[config.mk]
export PLATFORM = sky130hd
export DESIGN_NAME = read_stream_param_decode
export DESIGN_NICKNAME = d
export VERILOG_FILES = /design/src/verilog/stream_read_pkg.sv /design/src/verilog/read_stream_param_decode.sv
export SDC_FILE = /design/constraint.sdc
export NUM_CORES = 2
export LEC_CHECK = 0
export ABC_AREA = 0
export BUFFER_PORTS_ARGS = -buffer_cell sky130_fd_sc_hd__buf_2
export CAP_MARGIN = 0
export CORE_MARGIN = 5
export CORE_UTILIZATION = 63
export DETAILED_ROUTE_END_ITERATION = 10
export GPL_ROUTABILITY_DRIVEN = 1
export GPL_TIMING_DRIVEN = 1
export PLACE_DENSITY = 0.82
export SKIP_LAST_GASP = 1
export SLEW_MARGIN = 40
export SYNTH_ARGS = -nofsm -noshare
export SYNTH_HDL_FRONTEND = slang
export SYNTH_SLANG_ARGS = --single-unit
[constraint.sdc]
create_clock -name clk -period 6.42 [get_ports clk]
set_clock_uncertainty 0.2 [all_clocks]
set_input_delay 0.321 -clock clk [delete_from_list [all_inputs] [get_ports clk]]
set_output_delay 0.321 -clock clk [all_outputs]
set_load 0.01 [all_outputs]
[src/verilog/stream_read_pkg.sv]
// Shared constants, types and carriers for the streaming read decoder
package stream_read_pkg;
   // ----------------------------------------
   // Command block register addresses
   // ----------------------------------------
   localparam logic [2:0] TF_FEATURE = 3'h1;
   localparam logic [2:0] TF_COUNT = 3'h2;
   localparam logic [2:0] TF_LBA_LO = 3'h3;
   localparam logic [2:0] TF_LBA_MID = 3'h4;
   localparam logic [2:0] TF_LBA_HI = 3'h5;
   localparam logic [2:0] TF_COMMAND = 3'h7;
   localparam logic [7:0] CMD_READ_STREAM = 8'h2A;
   // ----------------------------------------
   // Field positions
   // ----------------------------------------
   localparam int FLAG_PRIO = 7;
   localparam int FLAG_CONT = 6;
   localparam int FLAG_OOO = 5;
   localparam int FLAG_RESUME = 4;
   localparam int ST_BSY = 7;
   localparam int ST_RDY = 6;
   localparam int ST_SE = 5;
   localparam int ST_ERR = 0;
   localparam int ER_CRC = 7;
   localparam int ER_UNC = 6;
   localparam int ER_IDNF = 4;
   localparam int ER_ABRT = 2;
   localparam int ER_COMPLETION_TIMEOUT_FLAG = 0;
   // ----------------------------------------
   // Timing
   // ----------------------------------------
   localparam int CLK_PERIOD_NS = 4;
   localparam int MICROSECOND_NS = 1000;
   localparam logic [7:0] CYC_PER_US = 8'(MICROSECOND_NS / CLK_PERIOD_NS);
   localparam logic [39:0] MIN_LIMIT_US = 40'h00000003E8;
   localparam logic [16:0] MAX_SECTORS = 17'h10000;
   // ----------------------------------------
   // Types
   // ----------------------------------------
   typedef enum logic [1:0] {S_IDLE, S_ISSUE, S_XFER, S_FINISH} phase_type;
   typedef struct packed {
      logic wr;
      logic rd;
      logic hob;
      logic [2:0] addr;
      logic [7:0] wdata;
   } tf_req_type;
   typedef struct packed {
      logic [47:0] lba;
      logic [16:0] count;
      logic [2:0] sid;
      logic prio;
      logic cont;
      logic resume;
      logic ooo;
   } media_cmd_type;
   typedef struct packed {
      logic [15:0] data;
      logic last;
      logic crc;
      logic unc;
      logic idnf;
      logic abrt;
   } media_word_type;
endpackage : stream_read_pkg

[src/verilog/read_stream_param_decode.sv]
// Streaming DMA read command decoder, time limit keeper and data buffer
// How it works
// - Priority flag asks media for fastest service; limit still enforced.
// - Continuous flag keeps reading through errors until full count delivered.
// - Continuous errors end with BSY 0, SE 1, ERR 0, error type logged.
// - Continuous timeout stops command, BSY 0, SE 1, ERR 0, timeout flag set.
// - With continuous flag, whole amount is attempted inside the limit despite bad data.
// - Resume flag means start at last error address; media may resume recovery.
// - Stream id from feature bits 2:0 selects that stream's stored settings.
// - Limit in microseconds is upper feature byte times identify words 99:98.
// - Zero upper feature byte uses stream's stored default limit.
// - Stored default zero or never configured means no limit.
// - Timing starts at command write, stops at completion interrupt.
// - Limit below built-in minimum is raised to the minimum.
// - Count is high byte and low byte; zero means 65,536 sectors.
// - Command code 2Ah selects the streaming read.
// - Error completion returns first unrecoverable error address in LBA registers.
`timescale 1ns/10ps
`default_nettype none
module read_stream_param_decode (
   // Clock and reset
   input wire logic clk,
   input wire logic rstn,
   // Command block register port
   input wire stream_read_pkg::tf_req_type tf_req,
   output logic [7:0] tf_rdata,
   output logic intrq,
   // Identify words 99:98 and stream configuration defaults
   input wire logic [31:0] limit_unit_us,
   input wire logic cfg_wr,
   input wire logic [2:0] cfg_sid,
   input wire logic [39:0] cfg_default_us,
   // Media engine command
   output stream_read_pkg::media_cmd_type media_cmd,
   output logic media_cmd_valid,
   input wire logic media_cmd_ready,
   output logic media_abort,
   // Media data in
   input wire stream_read_pkg::media_word_type media_word,
   input wire logic media_valid,
   output logic media_ready,
   // Host DMA data out
   output logic [15:0] dma_data,
   output logic dma_valid,
   input wire logic dma_ready
);
   // ----------------------------------------
   // State
   // ----------------------------------------
   typedef struct packed {
      stream_read_pkg::phase_type ph;
      logic [7:0] feat_cur;
      logic [7:0] feat_prev;
      logic [7:0] cnt_cur;
      logic [7:0] cnt_prev;
      logic [2:0][7:0] lba_cur;
      logic [2:0][7:0] lba_prev;
      stream_read_pkg::media_cmd_type cmd;
      logic cmd_valid;
      logic abort;
      logic [16:0] done;
      logic [39:0] limit;
      logic has_limit;
      logic [7:0] us_div;
      logic [39:0] us_cnt;
      logic bsy;
      logic se;
      logic err;
      logic [7:0] err_bits;
      logic got_err;
      logic [47:0] err_lba;
      logic intrq;
      logic [7:0] rdata;
      logic [7:0][39:0] def_us;
      logic [1:0][15:0] buf_q;
      logic [1:0] bcnt;
      logic in_ready;
      logic out_valid;
   } state_type;

   state_type s_ff;
   state_type nxt_s;

   // Picks one byte of a 48-bit address for the register read port
   function automatic logic [7:0] addr_byte(input logic [47:0] a, input logic [2:0] idx);
      logic [47:0] sh;
      sh = a >> {idx, 3'h0};
      return sh[7:0];
   endfunction : addr_byte

   // Which of the three address byte registers an access selects
   function automatic logic [2:0] lba_slot(input logic [2:0] addr);
      return addr - stream_read_pkg::TF_LBA_LO;
   endfunction : lba_slot

   logic [47:0] cur_lba;
   logic [39:0] asked_us;
   logic [39:0] pick_us;
   logic push;
   logic pop;
   logic word_err;
   logic timed_out;

   always_comb begin
      cur_lba = {s_ff.lba_prev[2], s_ff.lba_prev[1], s_ff.lba_prev[0],
                 s_ff.lba_cur[2], s_ff.lba_cur[1], s_ff.lba_cur[0]};
      nxt_s = s_ff;
      nxt_s.abort = 1'b0;
      asked_us = 40'(s_ff.feat_prev * limit_unit_us);
      pick_us = asked_us;
      push = media_valid && s_ff.in_ready;
      pop = s_ff.out_valid && dma_ready;
      word_err = media_word.crc || media_word.unc || media_word.idnf || media_word.abrt;
      timed_out = s_ff.has_limit && (s_ff.us_cnt >= s_ff.limit);

      // ----------------------------------------
      // Stream configuration defaults
      // ----------------------------------------
      if (cfg_wr) begin
         nxt_s.def_us[cfg_sid] = cfg_default_us;
      end

      // ----------------------------------------
      // Register writes and command start
      // ----------------------------------------
      // Writes while busy are ignored so a running command keeps its inputs
      if (tf_req.wr && !s_ff.bsy) begin
         case (tf_req.addr)
            stream_read_pkg::TF_FEATURE: begin
               nxt_s.feat_prev = s_ff.feat_cur;
               nxt_s.feat_cur = tf_req.wdata;
            end
            stream_read_pkg::TF_COUNT: begin
               nxt_s.cnt_prev = s_ff.cnt_cur;
               nxt_s.cnt_cur = tf_req.wdata;
            end
            stream_read_pkg::TF_LBA_LO,
            stream_read_pkg::TF_LBA_MID,
            stream_read_pkg::TF_LBA_HI: begin
               nxt_s.lba_prev[lba_slot(tf_req.addr)] = s_ff.lba_cur[lba_slot(tf_req.addr)];
               nxt_s.lba_cur[lba_slot(tf_req.addr)] = tf_req.wdata;
            end
            stream_read_pkg::TF_COMMAND: begin
               nxt_s.bsy = 1'b1;
               nxt_s.intrq = 1'b0;
               nxt_s.se = 1'b0;
               nxt_s.err = 1'b0;
               nxt_s.err_bits = 8'h00;
               nxt_s.got_err = 1'b0;
               nxt_s.done = 17'h00000;
               nxt_s.us_div = 8'h00;
               nxt_s.us_cnt = 40'h0000000000;
               if (tf_req.wdata == stream_read_pkg::CMD_READ_STREAM) begin
                  nxt_s.cmd.lba = cur_lba;
                  nxt_s.cmd.sid = s_ff.feat_cur[2:0];
                  nxt_s.cmd.prio = s_ff.feat_cur[stream_read_pkg::FLAG_PRIO];
                  nxt_s.cmd.cont = s_ff.feat_cur[stream_read_pkg::FLAG_CONT];
                  nxt_s.cmd.ooo = s_ff.feat_cur[stream_read_pkg::FLAG_OOO];
                  nxt_s.cmd.resume = s_ff.feat_cur[stream_read_pkg::FLAG_RESUME];
                  if ({s_ff.cnt_prev, s_ff.cnt_cur} == 16'h0000) begin
                     nxt_s.cmd.count = stream_read_pkg::MAX_SECTORS;
                  end else begin
                     nxt_s.cmd.count = {1'b0, s_ff.cnt_prev, s_ff.cnt_cur};
                  end
                  if (s_ff.feat_prev == 8'h00) begin
                     pick_us = s_ff.def_us[s_ff.feat_cur[2:0]];
                  end
                  nxt_s.has_limit = (pick_us != 40'h0000000000);
                  if (pick_us < stream_read_pkg::MIN_LIMIT_US) begin
                     nxt_s.limit = stream_read_pkg::MIN_LIMIT_US;
                  end else begin
                     nxt_s.limit = pick_us;
                  end
                  nxt_s.cmd_valid = 1'b1;
                  nxt_s.ph = stream_read_pkg::S_ISSUE;
               end else begin
                  // Anything else is refused with an abort completion
                  nxt_s.err = 1'b1;
                  nxt_s.err_bits[stream_read_pkg::ER_ABRT] = 1'b1;
                  nxt_s.has_limit = 1'b0;
                  nxt_s.ph = stream_read_pkg::S_FINISH;
               end
            end
            default: begin
            end
         endcase
      end

      // ----------------------------------------
      // Microsecond timer
      // ----------------------------------------
      if (s_ff.bsy) begin
         if (s_ff.us_div == stream_read_pkg::CYC_PER_US - 8'h01) begin
            nxt_s.us_div = 8'h00;
            nxt_s.us_cnt = s_ff.us_cnt + 40'h0000000001;
         end else begin
            nxt_s.us_div = s_ff.us_div + 8'h01;
         end
      end

      // ----------------------------------------
      // Command sequence
      // ----------------------------------------
      case (s_ff.ph)
         stream_read_pkg::S_IDLE: begin
         end
         stream_read_pkg::S_ISSUE: begin
            if (timed_out) begin
               nxt_s.cmd_valid = 1'b0;
               nxt_s.abort = 1'b1;
               nxt_s.err_bits[stream_read_pkg::ER_COMPLETION_TIMEOUT_FLAG] = 1'b1;
               nxt_s.se = s_ff.cmd.cont;
               nxt_s.err = !s_ff.cmd.cont;
               nxt_s.ph = stream_read_pkg::S_FINISH;
            end else if (media_cmd_ready) begin
               nxt_s.cmd_valid = 1'b0;
               nxt_s.ph = stream_read_pkg::S_XFER;
            end
         end
         stream_read_pkg::S_XFER: begin
            if (push) begin
               if (word_err) begin
                  nxt_s.err_bits[stream_read_pkg::ER_CRC] = s_ff.err_bits[stream_read_pkg::ER_CRC]
                     | media_word.crc;
                  nxt_s.err_bits[stream_read_pkg::ER_UNC] = s_ff.err_bits[stream_read_pkg::ER_UNC]
                     | media_word.unc;
                  nxt_s.err_bits[stream_read_pkg::ER_IDNF] =
                     s_ff.err_bits[stream_read_pkg::ER_IDNF] | media_word.idnf;
                  nxt_s.err_bits[stream_read_pkg::ER_ABRT] =
                     s_ff.err_bits[stream_read_pkg::ER_ABRT] | media_word.abrt;
                  if (!s_ff.got_err) begin
                     nxt_s.got_err = 1'b1;
                     nxt_s.err_lba = s_ff.cmd.lba + 48'(s_ff.done);
                  end
               end
               if (word_err && !s_ff.cmd.cont) begin
                  nxt_s.err = 1'b1;
                  nxt_s.abort = 1'b1;
                  nxt_s.ph = stream_read_pkg::S_FINISH;
               end else if (media_word.last) begin
                  nxt_s.done = s_ff.done + 17'h00001;
                  if (s_ff.done + 17'h00001 == s_ff.cmd.count) begin
                     // SE settles at the final sector, so a bad sector anywhere counts
                     nxt_s.se = s_ff.cmd.cont && (s_ff.got_err || word_err);
                     nxt_s.ph = stream_read_pkg::S_FINISH;
                  end
               end
            end
            if (timed_out && nxt_s.ph == stream_read_pkg::S_XFER) begin
               nxt_s.abort = 1'b1;
               nxt_s.err_bits[stream_read_pkg::ER_COMPLETION_TIMEOUT_FLAG] = 1'b1;
               nxt_s.se = s_ff.cmd.cont;
               nxt_s.err = !s_ff.cmd.cont;
               nxt_s.ph = stream_read_pkg::S_FINISH;
            end
         end
         stream_read_pkg::S_FINISH: begin
            // Completion waits for the buffer to drain so no word is cut off
            if (s_ff.bcnt == 2'h0 && !(tf_req.wr && tf_req.addr == stream_read_pkg::TF_COMMAND)) begin
               nxt_s.bsy = 1'b0;
               nxt_s.intrq = 1'b1;
               nxt_s.ph = stream_read_pkg::S_IDLE;
            end
         end
         default: begin
            nxt_s.ph = stream_read_pkg::S_IDLE;
         end
      endcase

      // ----------------------------------------
      // Two-entry data buffer
      // ----------------------------------------
      if (pop) begin
         nxt_s.buf_q[0] = s_ff.buf_q[1];
      end
      if (push) begin
         nxt_s.buf_q[(pop ? s_ff.bcnt - 2'h1 : s_ff.bcnt) == 2'h0 ? 0 : 1] = media_word.data;
      end
      nxt_s.bcnt = s_ff.bcnt + {1'b0, push} - {1'b0, pop};
      nxt_s.out_valid = (nxt_s.bcnt != 2'h0);
      nxt_s.in_ready = (nxt_s.bcnt != 2'h2) && (nxt_s.ph == stream_read_pkg::S_XFER);

      // ----------------------------------------
      // Register reads
      // ----------------------------------------
      if (tf_req.rd) begin
         case (tf_req.addr)
            stream_read_pkg::TF_FEATURE: begin
               nxt_s.rdata = s_ff.err_bits;
            end
            stream_read_pkg::TF_COUNT: begin
               nxt_s.rdata = tf_req.hob ? s_ff.cnt_prev : s_ff.cnt_cur;
            end
            stream_read_pkg::TF_LBA_LO,
            stream_read_pkg::TF_LBA_MID,
            stream_read_pkg::TF_LBA_HI: begin
               // Error address replaces the command address after a sector error
               nxt_s.rdata = addr_byte(s_ff.got_err ? s_ff.err_lba : cur_lba,
                  lba_slot(tf_req.addr) + (tf_req.hob ? 3'h3 : 3'h0));
            end
            stream_read_pkg::TF_COMMAND: begin
               nxt_s.rdata = 8'h00;
               nxt_s.rdata[stream_read_pkg::ST_BSY] = s_ff.bsy;
               nxt_s.rdata[stream_read_pkg::ST_RDY] = !s_ff.bsy;
               nxt_s.rdata[stream_read_pkg::ST_SE] = s_ff.se;
               nxt_s.rdata[stream_read_pkg::ST_ERR] = s_ff.err;
               // Status read acknowledges the interrupt unless completion lands now
               if (!(nxt_s.intrq && !s_ff.intrq)) begin
                  nxt_s.intrq = 1'b0;
               end
            end
            default: begin
               nxt_s.rdata = 8'h00;
            end
         endcase
      end
   end

   always_ff @(posedge clk or negedge rstn) begin
      if (!rstn) begin
         s_ff <= '0;
      end else begin
         s_ff <= nxt_s;
      end
   end

   // ----------------------------------------
   // Outputs
   // ----------------------------------------
   assign tf_rdata = s_ff.rdata;
   assign intrq = s_ff.intrq;
   assign media_cmd = s_ff.cmd;
   assign media_cmd_valid = s_ff.cmd_valid;
   assign media_abort = s_ff.abort;
   assign media_ready = s_ff.in_ready;
   assign dma_data = s_ff.buf_q[0];
   assign dma_valid = s_ff.out_valid;
endmodule : read_stream_param_decode
`default_nettype wire

; ---- After elaboration in Yosys (flattened, before gate mapping)
; Index checks and enable logic that the tools add are counted.
[word_totals]
elab_cells = 221
inputBits = 116
output_inout_bits = 101
register_bits = 684
[classes]
magnitude_cmp = 9
n_reduce_logical = 38
eq_ne = 15
n_shift = 1
mul = 1
add_sub_neg = 9
mux = 97
bitwise = 5
[op_table]
columns = op, n
row1 = $mux 40, 9
row2 = $bwmux 320, 1
row3 = $mux 118, 2
row4 = $mux 49, 4
row5 = $mux 155, 1
row6 = $mux 73, 2
row7 = $mux 48, 3
row8 = $bmux 40 s3, 1
row9 = $demux 40 s3, 1
row10 = $mux 16, 5
row11 = $mux 17, 4
row12 = $add 48x17->48, 1
row13 = $bwmux 24, 2
row14 = $shr 48x6->8, 1
row15 = $add 40x1->40 const B, 1
row16 = $ge 40x40->1, 1
row17 = $lt 40x10->1 const B, 1
row18 = $mul 8x32->40, 1
row19 = $reduce_bool 40->1, 1
row20 = $mux 2, 17
row21 = $bwmux 32, 1
row22 = $mux 8, 4
row23 = $pmux 8 s4, 1
row24 = $mux 1, 29
row25 = 43 further kinds, 81

; ---- Logic depth before layout (Yosys ltp)
[depth]
ltp_word = 19
ltp_mapped = 24
ltp_nobuf = 21

; ---- Worst setup path after synthesis
; OpenSTA, ideal clock, no wires.
[synth_path]
path_type = register to register
start = register s_ff[676] (netlist bit)
end = register s_ff[474] (netlist bit)
t_required_ns = 6.085
slack_ns = 0.694
setup_ns = 0.135
arrival_ns = 5.391
n_path_buf = 3
synth_period_minus_slack_ns = 5.726
path_stages_with_launch = 24
path_cell_list = dfrtp_1 clkbuf_1 nand2_1 fa_1 fa_1 inv_1 fa_1 inv_1 fa_1 inv_1 ha_1 buf_2 inv_1 nor4_2 nor3_1 o21a_1 o21bai_1 xor2_1 o32a_1 a2111oi_2 nand4_1 nor4_2 buf_4 a21oi_1
[synth_between]
elab_chain_cells = 7
word_cells_on_any_way = 8
cone_classes = mul: 1 / order compare: 1 / mux: 5 / reduce/logical: 1
[synth_rtl]
columns = item, line_no
row1 = from (decl), read_stream_param_decode.sv:81  ; state_type s_ff;
row2 = from (signal assigned), read_stream_param_decode.sv:323  ; s_ff <= nxt_s;
row3 = $mul 8x32->40 / $logic_not 8->1 (equally long branches), "read_stream_param_decode.sv:109, read_stream_param_decode.sv:165"
row4 = $mux 40 (*), read_stream_param_decode.sv:165  ; if (s_ff.feat_prev == 8'h00) begin
row5 = $mux 40 (*), read_stream_param_decode.sv:153  ; if (tf_req.wdata == stream_read_pkg::CMD_READ_STREAM) begin
row6 = $mux 40 (*), read_stream_param_decode.sv:128  ; case (tf_req.addr)
row7 = $mux 40 (*), read_stream_param_decode.sv:127  ; if (tf_req.wr && !s_ff.bsy) begin
row8 = $lt 40x10->1, read_stream_param_decode.sv:169  ; if (pick_us < stream_read_pkg::MIN_LIMIT_US) begin
row9 = $mux 40 (*), read_stream_param_decode.sv:169
; Mark *: on every way between the ends. The rest lies on a longest branch, timed or not. The select of a mux whose other input is x is not followed.
; A chain may end at the register's enable or synchronous reset.

; ---- Worst setup path in the final report
[layout_path]
start = register s_ff[672] (netlist bit)
end = register s_ff[478] (netlist bit)
; Same word-level chain as after synthesis.

==> impl_metrics.csv <==
group,metric,value,unit
status,status,"complete, no violations",
cts,numClockSinks,684,
pwr,power_density,336,mW/mm^2
drt,wl,110,mm
pwr,seqPwrFrac,35.1,%
logic_synthesis,netlist_top_cells_count,"dfrtp_1, nand2_1, mux2_2",
placed_design,hpwl,75.5,mm
placed_design,place_ws,59.8,ps
timing,tightest_slew,839,ps
cts,cts.clk_slew.worst_paths,60,ps
placed_design,io_buffers,216,
critical_path,path_class,"register to register",
global_routing,overflow,0,
timing,slew_headroom,44.0,%
global_routing,grt_first_pass_wirelength,176,mm
cts,cts-htree-levels,3,
cells_and_area,drive_gt1_share,23.1,%
critical_path,worst_path_max_delay_cell,"fa_1",
placed_design,place_congestion,0.960,
cts,cts_buffers,70,
floorplan,core_area,0.0672,sq mm
timing,finalHoldViolCount,0,
timing,slew_violations,0,
cts,cts_tree,"yes",
cells_and_area,syn_to_final_growth,10.5,%
cells_and_area,final_cells,5024,
pwr,p_comb_share,38.5,%
cts,clk_path_buf_depth,3,
drt,vias,31200,
pwr,clockPowerShare,26.5,%
floorplan,die_area,0.0730,sq mm
logic_synthesis,async_flop_share,100,%
hold_path,hp-class,"input port to asynchronous set/reset pin",
critical_path,cp_data_required_time,6700,ps
logic_synthesis,synth_most_common_cell,"dfrtp_1",
placed_design,place_area,0.0439,sq mm
pwr,p_sw_share,37.1,%
logic_synthesis,synth_area_per_cell,10.7,sq um
drt,drc,0,
critical_path,worstPathCellList,"buf_4, and2_1, fa_1, fa_1, fa_1, inv_1, fa_1, inv_1, ha_1, nand2_1, nor4_2, o21ai_0, nand3_2, o211ai_1, a2111oi_0, and4b_1, nand4_1, nor4_4, buf_4, a21oi_1",
floorplan,initial_utilization,63.5,%
cells_and_area,fin_util,70.2,%
timing,finalWorstSetupSlack,228,ps
timing,max_clock_freq,161,MHz
logic_synthesis,ys_ff_latch,684,
logic_synthesis,syn-num-nets,4405,
cells_and_area,nNetsFinal,4529,
logic_synthesis,synthFlopType,"dfrtp_1",
floorplan,die_w,270,um
critical_path,max_stage_delay,550,ps
cts,clkLatencyLatePin,630,ps
global_routing,antenna_found_initial,5,
critical_path,start_kind,"register",
timing,period_needed,6190,ps
logic_synthesis,syn_inst,3971,
timing,fin_tns_setup,0,ps
floorplan,fp-row-count,95,
logic_synthesis,yosysTopAreaCellShare,40.1,%
critical_path,worst-path-max-fanout,20,
critical_path,crit_top_cell,"fa_1",
logic_synthesis,synthDistinctLibCells,87,
floorplan,fp.dieH,270,um
run,drv_cap,0,
pwr,p_int,9.96,mW
logic_synthesis,ys_warn_count,0,
global_routing,first_global_vias,32000,
pwr,p_leak,21.9,nW
cts,root_buffer,"clkbuf_16",
timing,setup_viol,0,
logic_synthesis,synth_seq_area_share,40.1,%
pwr,power.switching,5.87,mW
placed_design,dp.cells,4816,
drt,first_iter_violations,2767,
global_routing,grt_max_degree,158,
drt,detail-route-antenna-nets,0,
logic_synthesis,yosys-top-cells-area,"dfrtp_1, mux2_2, fa_1, mux4_2, nand2_1",
logic_synthesis,synth_edf_count,0,
floorplan,num_io_pins,217,
cells_and_area,fillCellCount,4568,
critical_path,worstPathArrival,6470,ps
drt,wl_per_cell,21.8,um
critical_path,end_kind,"register",
pwr,ir_drop,0.000315,V
drt,via_per_inst,6.22,
drt,first_pass_iters,8,
global_routing,track_usage,29.7,%
cells_and_area,final_area,0.0472,sq mm
logic_synthesis,synth.cell_area,0.0427,sq mm
timing,period_share,96.5,%
logic_synthesis,yosysTopAreaCell,"dfrtp_1",
[layer usage]
layer	up-vias	track usage, %	share of wire, %
li1	13800	-	-
met4	6	11.0	3.7
met1	15900	40.1	40
met5	-	0	0.035
met2	1323	49.0	49
met3	276	5.25	7.5
[path summary, 6_finish.rpt]
kind / depth (start not counted) / endpoint / startpoint / slack [ps]
setup reg to reg: 20 / s_ff[478] / s_ff[672] / 230
hold reg to reg: 2 / media_cmd[4] / media_cmd[4] / 270
min in group clk: 4 / s_ff[416] / media_valid / 140
setup / recovery: 20 / s_ff[478] / s_ff[672] / 230
max in group asynchronous: 4 / s_ff[57] / rstn / 4680
hold / removal: 2 / s_ff[410] / rstn / 60
[power by group through the flow]
stage	Sequential (mW)	Combinational, mW	Clock (mW)
final	5.55	6.09	4.19
after global routing	5.62	6.69	4.41
after floorplan	5.32	4.33	0
after detailed placement	5.59	5.86	0
after CTS	5.52	5.95	4.22
after global placement	5.56	5.66	0
[area by class of cell]
| cell class | instances | area [sq um] | area share (%) |
|---|---|---|---|
| Antenna cell | 3 | 7.51 | 0.0159 |
| Clock buffer | 100 | 2030 | 4.30 |
| Clock inverter | 25 | 319 | 0.677 |
| Inverter | 290 | 1090 | 2.31 |
| Multi-Input combinational cell | 2704 | 23100 | 48.9 |
| Sequential cell | 684 | 17100 | 36.3 |
| Tap cell | 873 | 1090 | 2.32 |
| Timing Repair Buffer | 345 | 2430 | 5.16 |
[flip-flops by register name, indices dropped and copies added (netlist names)]
signal and cells:
dma_valid 1, dma_data 16, tf_rdata 8, s_ff 535, media_cmd_valid 1, media_ready 1, cur_lba 48, media_abort 1
media_cmd 72, intrq 1
[critical path: cells and delay by family, from the launching register on]
family                   cells  cell delay [ps]
adder cells (fa/ha/maj)      5             2380
AND/OR/NAND/NOR              7             1530
AO/OA/AOI/OAI                4              790
buffers and inverters        4              600
flip-flops                   1              530
[placed cells by master (no fill, tap or decap), types with 13 or more instances in the layout]
cell type / count
nor4_1: 13
o21a_1: 20
mux4_2: 104
clkbuf_16: 71
buf_2: 216
nand4_1: 40
mux2i_1: 68
buf_4: 38
and2_1: 205
dfrtp_1: 676
o21ai_0: 195
clkbuf_1: 15
nor3_1: 28
a31oi_1: 15
dlygate4sd3_1: 72
nand3_1: 56
o31ai_1: 14
nor2_1: 156
a211oi_1: 18
nand2_1: 496
inv_1: 290
and3_1: 29
xnor2_1: 66
fa_1: 182
clkbuf_8: 14
a21oi_1: 144
a21o_1: 29
xor2_1: 61
nor2b_1: 19
mux2_2: 411
o211ai_1: 26
a22o_1: 17
ha_1: 130
[metrics by stage]
stage	hold slack (ps)	total power, mW
2_1_floorplan	-175	9.65
3_3_place_gp	116	11.2
3_5_place_dp	121	11.4
4_1_cts	56.1	15.7
5_1_grt	104	16.7
6_report	55.3	15.8
[cells by family after synthesis]
| family | after synthesis | share of synthesized area [%] |
|---|---|---|
| and+or+nand+nor | 1112 | 12.4 |
| DFF | 684 | 40.1 |
| buffers and inverters | 583 | 6.16 |
| muxes | 583 | 17.9 |
| AOI/OAI and AO/OA | 561 | 8.12 |
| adders and majority gates | 319 | 12.6 |
| xor gates and xnor gates | 129 | 2.68 |
[what timing repair did]
item / CTS / global route
buffers inserted: 0 / 4
gates resized for setup: 0 / 20
hold buffers: 72 / 0
endpoints found under the setup margin: 0 / 11
endpoints found under the hold margin: 470 / 0
No activity file was read; power rests on OpenSTA's default activity.
